--- config.mk ---
export PLATFORM = sky130hd
export DESIGN_NAME = tfoc_top
export DESIGN_NICKNAME = d
export VERILOG_FILES = /design/src/logic/tfoc_pkg.sv /design/src/logic/tfoc_top.sv
export SDC_FILE = /design/constraint.sdc
export NUM_CORES = 1
export LEC_CHECK = 0
export ABC_AREA = 1
export BUFFER_PORTS_ARGS = -buffer_cell sky130_fd_sc_hd__clkbuf_2
export CORE_MARGIN = 5
export CORE_UTILIZATION = 47
export DETAILED_ROUTE_END_ITERATION = 8
export HOLD_SLACK_MARGIN = 0.15
export PLACE_DENSITY = 0.88
export SYNTH_ARGS = -nofsm -noshare
export SYNTH_HDL_FRONTEND = slang
export SYNTH_SLANG_ARGS = --single-unit
--- constraint.sdc ---
create_clock -name ref_clk -period 1.9 [get_ports ref_clk]
set_input_delay 0.095 -clock ref_clk [delete_from_list [all_inputs] [get_ports ref_clk]]
set_output_delay 0.095 -clock ref_clk [all_outputs]
set_load 0.01 [all_outputs]
--- src/logic/tfoc_pkg.sv ---
// package for the temperature format and overtemperature output configuration block
// assumes an 8-bit register port reached by a serial management bus front end outside
package tfoc_pkg;
    localparam logic [7:0] CFG_OFFSET    = 8'h7c;
    localparam logic [7:0] CFG_RESET     = 8'h01;
    localparam int         BIT_SIGNED    = 0;
    localparam int         BIT_OFS_COARSE = 1;
    localparam int         BIT_CPU_EN    = 4;
    localparam int         BIT_RA_EN     = 5;
    localparam int         BIT_LOC_EN    = 6;
    localparam int         BIT_RB_EN     = 7;
    // limit codes that switch a channel off, then the offset-64 bias
    localparam logic [7:0] OFS64_OFF     = 8'h00;
    localparam logic [7:0] SIGNED_OFF    = 8'h80;
    localparam logic [7:0] OFS64_BIAS    = 8'h40;
    localparam int         NCH           = 4;

    typedef struct packed {
        logic       wr_en;
        logic [7:0] addr;
        logic [7:0] wdata;
    } tfoc_wr_t;

    typedef struct packed {
        logic [7:0] cpu;
        logic [7:0] remote_a;
        logic [7:0] local_t;
        logic [7:0] remote_b;
    } tfoc_temps_t;
endpackage

--- src/logic/tfoc_top.sv ---
// configuration register and overtemperature pin drive logic
// assumes temperatures and limits arrive in the currently selected encoding,
// and that the bus front end presents single-cycle write strobes
// Notes on behaviour
// - bit 0 set selects twos complement encoding; clear selects offset-64 encoding.
// - after an encoding change, readings and limits are compared in the new encoding.
// - bit 1 clear gives half-degree offsets; set gives whole-degree, wider offsets.
// - offset resolution applies to remote and local offsets; cpu offset always whole-degree.
// - bit 4 with cpu reading above its limit drives the overtemperature pin.
// - bit 5 with remote a reading above its limit drives the pin.
// - bit 6 with local reading above its limit drives the pin.
// - bit 7 with remote b reading above its limit drives the pin.
// - a channel with its enable clear never drives; with bits 4 to 7 all clear the pin only feeds the timer.
// - limit at minus 64 offset-64 or minus 128 signed disables that channel.
// - register resets to 0x01.
// - when the lock input is set, writes to the register are ignored.
// - assertion timer beyond its limit raises a status flag; zero flags at once.
`timescale 1ns/1ns
module tfoc_top (
    // clock and reset
    input  wire logic                 ref_clk,
    input  wire logic                 srst,
    // register access
    input  wire tfoc_pkg::tfoc_wr_t   reg_wr,
    input  wire logic                 cfg_lock,
    output logic      [7:0]           cfg_rdata,
    // measurements and limits
    input  wire logic                 meas_done,
    input  wire tfoc_pkg::tfoc_temps_t temps,
    input  wire tfoc_pkg::tfoc_temps_t limits,
    // decoded mode outputs
    output logic                      signed_range_select,
    output logic                      offset_coarse,
    output logic                      cpu_offset_coarse,
    // overtemperature pin
    input  wire logic                 overtemp_pin_in,
    output logic                      overtemp_pin_out,
    output logic                      overtemp_pin_oe,
    // timer limit flag
    input  wire logic                 timer_tick,
    input  wire logic      [7:0]      timer_limit,
    output logic                      timer_flag
);
    logic [7:0] cfg_reg, cfg_next;
    logic       drive_reg, drive_next;
    logic [7:0] tmr_reg, tmr_next;
    logic       flag_reg, flag_next;
    logic [tfoc_pkg::NCH-1:0] trip;
    logic [tfoc_pkg::NCH-1:0] ch_en;
    logic [7:0] t_v [tfoc_pkg::NCH];
    logic [7:0] l_v [tfoc_pkg::NCH];

    assign t_v[0] = temps.cpu;
    assign t_v[1] = temps.remote_a;
    assign t_v[2] = temps.local_t;
    assign t_v[3] = temps.remote_b;
    assign l_v[0] = limits.cpu;
    assign l_v[1] = limits.remote_a;
    assign l_v[2] = limits.local_t;
    assign l_v[3] = limits.remote_b;

    assign ch_en = cfg_reg[tfoc_pkg::BIT_RB_EN:tfoc_pkg::BIT_CPU_EN];

    // register write path
    always_comb begin
        cfg_next = cfg_reg;
        if (reg_wr.wr_en && reg_wr.addr == tfoc_pkg::CFG_OFFSET && !cfg_lock) begin
            cfg_next = reg_wr.wdata;
        end
    end

    // per channel comparison in the selected encoding
    always_comb begin
        logic [7:0] tb;
        logic [7:0] lb;
        logic       off;
        tb  = 8'h00;
        lb  = 8'h00;
        off = 1'b0;
        trip = '0;
        for (int i = 0; i < tfoc_pkg::NCH; i++) begin
            if (signed_range_select) begin
                // bias signed codes so an unsigned compare orders them
                tb  = t_v[i] ^ tfoc_pkg::SIGNED_OFF;
                lb  = l_v[i] ^ tfoc_pkg::SIGNED_OFF;
                off = (l_v[i] == tfoc_pkg::SIGNED_OFF);
            end else begin
                tb  = t_v[i];
                lb  = l_v[i];
                off = (l_v[i] == tfoc_pkg::OFS64_OFF);
            end
            trip[i] = ch_en[i] && !off && (tb > lb);
        end
    end

    // pin drive and assertion timer
    always_comb begin
        drive_next = drive_reg;
        tmr_next   = tmr_reg;
        flag_next  = flag_reg;
        if (meas_done) begin
            drive_next = |trip;
        end
        if (ch_en == '0) begin
            drive_next = 1'b0;
        end
        if (!overtemp_pin_in) begin
            if (timer_limit == 8'h00) begin
                flag_next = 1'b1;
            end else if (timer_tick && tmr_reg != 8'hff) begin
                tmr_next = tmr_reg + 8'h01;
            end
            if (tmr_reg > timer_limit) begin
                flag_next = 1'b1;
            end
        end else begin
            tmr_next = 8'h00;
        end
    end

    always_ff @(posedge ref_clk) begin
        if (srst) begin
            cfg_reg   <= tfoc_pkg::CFG_RESET;
            drive_reg <= 1'b0;
            tmr_reg   <= 8'h00;
            flag_reg  <= 1'b0;
        end else begin
            cfg_reg   <= cfg_next;
            drive_reg <= drive_next;
            tmr_reg   <= tmr_next;
            flag_reg  <= flag_next;
        end
    end

    assign cfg_rdata           = cfg_reg;
    assign signed_range_select = cfg_reg[tfoc_pkg::BIT_SIGNED];
    assign offset_coarse       = cfg_reg[tfoc_pkg::BIT_OFS_COARSE];
    assign cpu_offset_coarse   = 1'b1;
    assign overtemp_pin_out    = 1'b0;
    assign overtemp_pin_oe     = drive_reg;
    assign timer_flag          = flag_reg;
endmodule

==> flow_metrics.py <==
metrics = {
    "sta": {
        "hold_viol": 0,
        "finClkSkew_ps": 3.774,
        "setup_tns_ps": 0,
        "rsz0062_at_grt": "false",
        "fmax_mhz": 654.1,
        "finalSetupViolCount": 0,
        "fin_crit_ps": 1529,
        "period_share_pct": 80.47,
        "slew_headroom_pct": 65.48,
        "slew_violations": 0,
        "worst_pin_slew_ps": 514.0,
    },
    "setup_path": {
        "critPathMaxFanout": 12,
        "critPathRequiredTime_ps": 2090,
        "end_kind": "flip-flop",
        "start_kind": "flip-flop",
        "crit_arrival_ps": 1720,
        "path_class": "flip-flop to flip-flop",
    },
    "grt": {
        "grt_overflow": 0,
        "grt_use_total_pct": 18.67,
        "grt_first_pass_wirelength_um": 9853,
        "grt_pass1_vias": 2505,
        "antenna_found_initial": 0,
        "grt_max_degree": 13,
    },
    "clock_tree": {
        "cts.path.max_buffers": 2,
        "clock_latency_ps": 250,
        "cts_htree_levels": 1,
        "cts.sinks": 18,
        "cts_tree": "built",
        "cts_buffers": 3,
        "root_buffer": "clkbuf_8",
        "clk_pin_slew_worst_paths_ps": 70,
    },
    "routing": {
        "vias": 2633,
        "wl_per_cell_um": 11.04,
        "ant_nets": 0,
        "viasPerCell": 4.779,
        "drtIter0Drc": 125,
        "finalWirelength_um": 6082,
        "first_pass_iters": 4,
        "drc": 0,
    },
    "floorplanning": {
        "die_area_um2": 6218,
        "start_util_pct": 47.81,
        "die_w_um": 78.86,
        "row_count": 25,
        "fp.dieH_um": 78.86,
        "core_um2": 4661,
        "io_pins": 109,
    },
    "synthesis": {
        "yosysUniqueCellTypes": 26,
        "yosysSeqAreaShare_pct": 16.17,
        "avgSynthCellArea_um2": 5.818,
        "syn_inst": 383,
        "syn_nets": 515,
        "syn_area_um2": 2228,
        "ys_ff_latch": 18,
        "synth_warnings": 0,
    },
    "power": {
        "comb_power_share_pct": 34.6,
        "p_int_uw": 739.9,
        "net-switching-power_uw": 317.3,
        "ir_worst_vdd_uv": 389.3,
        "power.density_nw_per_um2": 359.9,
        "p_total_mw": 1.057,
        "pwr-share-seq_pct": 36.1,
        "p_clk_share_pct": 29.3,
        "p_leak_nw": 1.833,
        "p_sw_share_pct": 30.01,
    },
    "place": {
        "gp_congestion": 0.8742,
        "placement.io_buffers": 106,
        "dp_hpwl_um": 5260,
        "dpl.cell_count": 537,
        "place_area_um2": 2780,
    },
    "layout": {
        "final_nets": 630,
        "regArea_um2": 360.3,
        "n_fill_cell": 422,
        "fin_cells": 551,
        "multiInputGateArea_um2": 1554,
        "drive_gt1_share_pct": 23.54,
        "areaGrowthSynthToFinish_pct": 31.84,
        "diodes": 0,
        "design_area_um2": 2938,
    },
    "job": {
        "maxCapViolCount": 0,
    },
    "hold_path": {
        "hold_class": "primary input to flip-flop",
    },
    "outcome": {
        "status": "completed",
    },
}
## worst max-delay path: stages, from the launching register on
cell and delay, ps:
dfxtp_1 380, ha_1 230, nand4_1 110, o31ai_1 250, nor2_2 150, inv_1 170
nand2_1 70, a21oi_1 120
## path summary, 6_finish.rpt
path,startpoint,end,slack [ps],cells after the start
setup / recovery,tmr_reg[1],tmr_reg[4],370,7
hold / removal,overtemp_pin_in,tmr_reg[6],210,4
setup reg to reg,tmr_reg[1],tmr_reg[4],370,7
hold reg to reg,timer_flag,timer_flag,460,2
## synth_stat cells
cell type | instances | area share, %
nor4_4 | 1 | 0.95
xnor2_1 | 1 | 0.39
and2_1 | 1 | 0.28
o211ai_1 | 2 | 0.67
buf_4 | 4 | 1.3
inv_1 | 69 | 12
dfxtp_1 | 18 | 16
nand3b_1 | 1 | 0.34
nor3_1 | 4 | 0.90
conb_1 | 2 | 0.34
a21oi_1 | 19 | 4.3
o21bai_1 | 2 | 0.67
nand2_1 | 123 | 21
nor4_2 | 1 | 0.56
o21ai_0 | 13 | 2.9
or2_4 | 1 | 0.39
o31ai_1 | 1 | 0.34
nor4_1 | 1 | 0.28
nor2_1 | 53 | 8.9
ha_1 | 37 | 21
inv_2 | 3 | 0.51
nand4_1 | 3 | 0.84
xor2_1 | 2 | 0.79
buf_6 | 1 | 0.51
nand3_1 | 19 | 4.3
buf_2 | 1 | 0.22
## power by group through the flow
stage / logic (mW) / clock network, mW / registers (mW)
global placement: 0.331 / 0 / 0.390
finish: 0.366 / 0.310 / 0.381
detailed placement: 0.346 / 0 / 0.390
global route: 0.425 / 0.341 / 0.381
floorplan: 0.203 / 0 / 0.390
CTS: 0.365 / 0.319 / 0.381
## per-stage QoR
stage	utilization [%]	hold slack, ps	setup WS, ps
3_3_place_gp	59.65	287.7	191.7
3_5_place_dp	59.65	292.7	165.8
4_1_cts	62.77	150.8	152.9
2_1_floorplan	-	188.5	551.8
5_1_grt	63.03	231.9	202.4
6_report	63.03	207.4	371.1
## timing repair
| action | 4_1_cts | 5_1_grt |
|---|---|---|
| setup buffers | 0 | 0 |
| gates resized for setup | 0 | 1 |
| setup endpoints to repair | 0 | 4 |
| hold endpoints to repair | 9 | 1 |
| hold buffers | 9 | 1 |
## layout by cell type (no fill, tap or decap), types with 2 or more instances in the layout
cell           synthesis  layout
ha_1                  37      37
o21ai_0               13      13
nand4_1                3       3
o211ai_1               2       2
clkbuf_2               0     106
clkbuf_8               0       4
dlygate4sd3_1          0      10
inv_1                 69      69
a21oi_1               19      19
nor3_1                 4       4
nand2_1              123     123
nand3_1               19      19
nor2_1                53      52
o21bai_1               2       2
xor2_1                 2       2
conb_1                 2       2
inv_2                  3       3
dfxtp_1               18      18
## layer usage
metal | track usage (%) | part of all wire [%]
met2 | 37.18 | 51
met4 | 4.467 | 2.3
met1 | 20.52 | 42
met5 | 0 | 0
met3 | 2.608 | 5.4
## layout make-up
class | count | area share [%]
clock buffer | 4 | 1.874
inverter | 72 | 9.199
multi-input combinational | 287 | 52.90
sequential | 18 | 12.27
tap | 54 | 2.300
timing repair buffer | 116 | 21.47
## cell families (layout without fill, tap and decap cells)
family / Yosys count / in the layout / synth area share (%)
other: 2 / 2 / 0.3370
XOR/XNOR: 3 / 3 / 1.179
flip-flops: 18 / 18 / 16.17
adder cells (fa/ha/maj): 37 / 37 / 20.77
AO/OA/AOI/OAI: 37 / 37 / 8.871
buffers and inverters: 78 / 192 / 14.21
AND/OR/NAND/NOR: 208 / 208 / 38.46
Power figures use the tool's default switching activity.
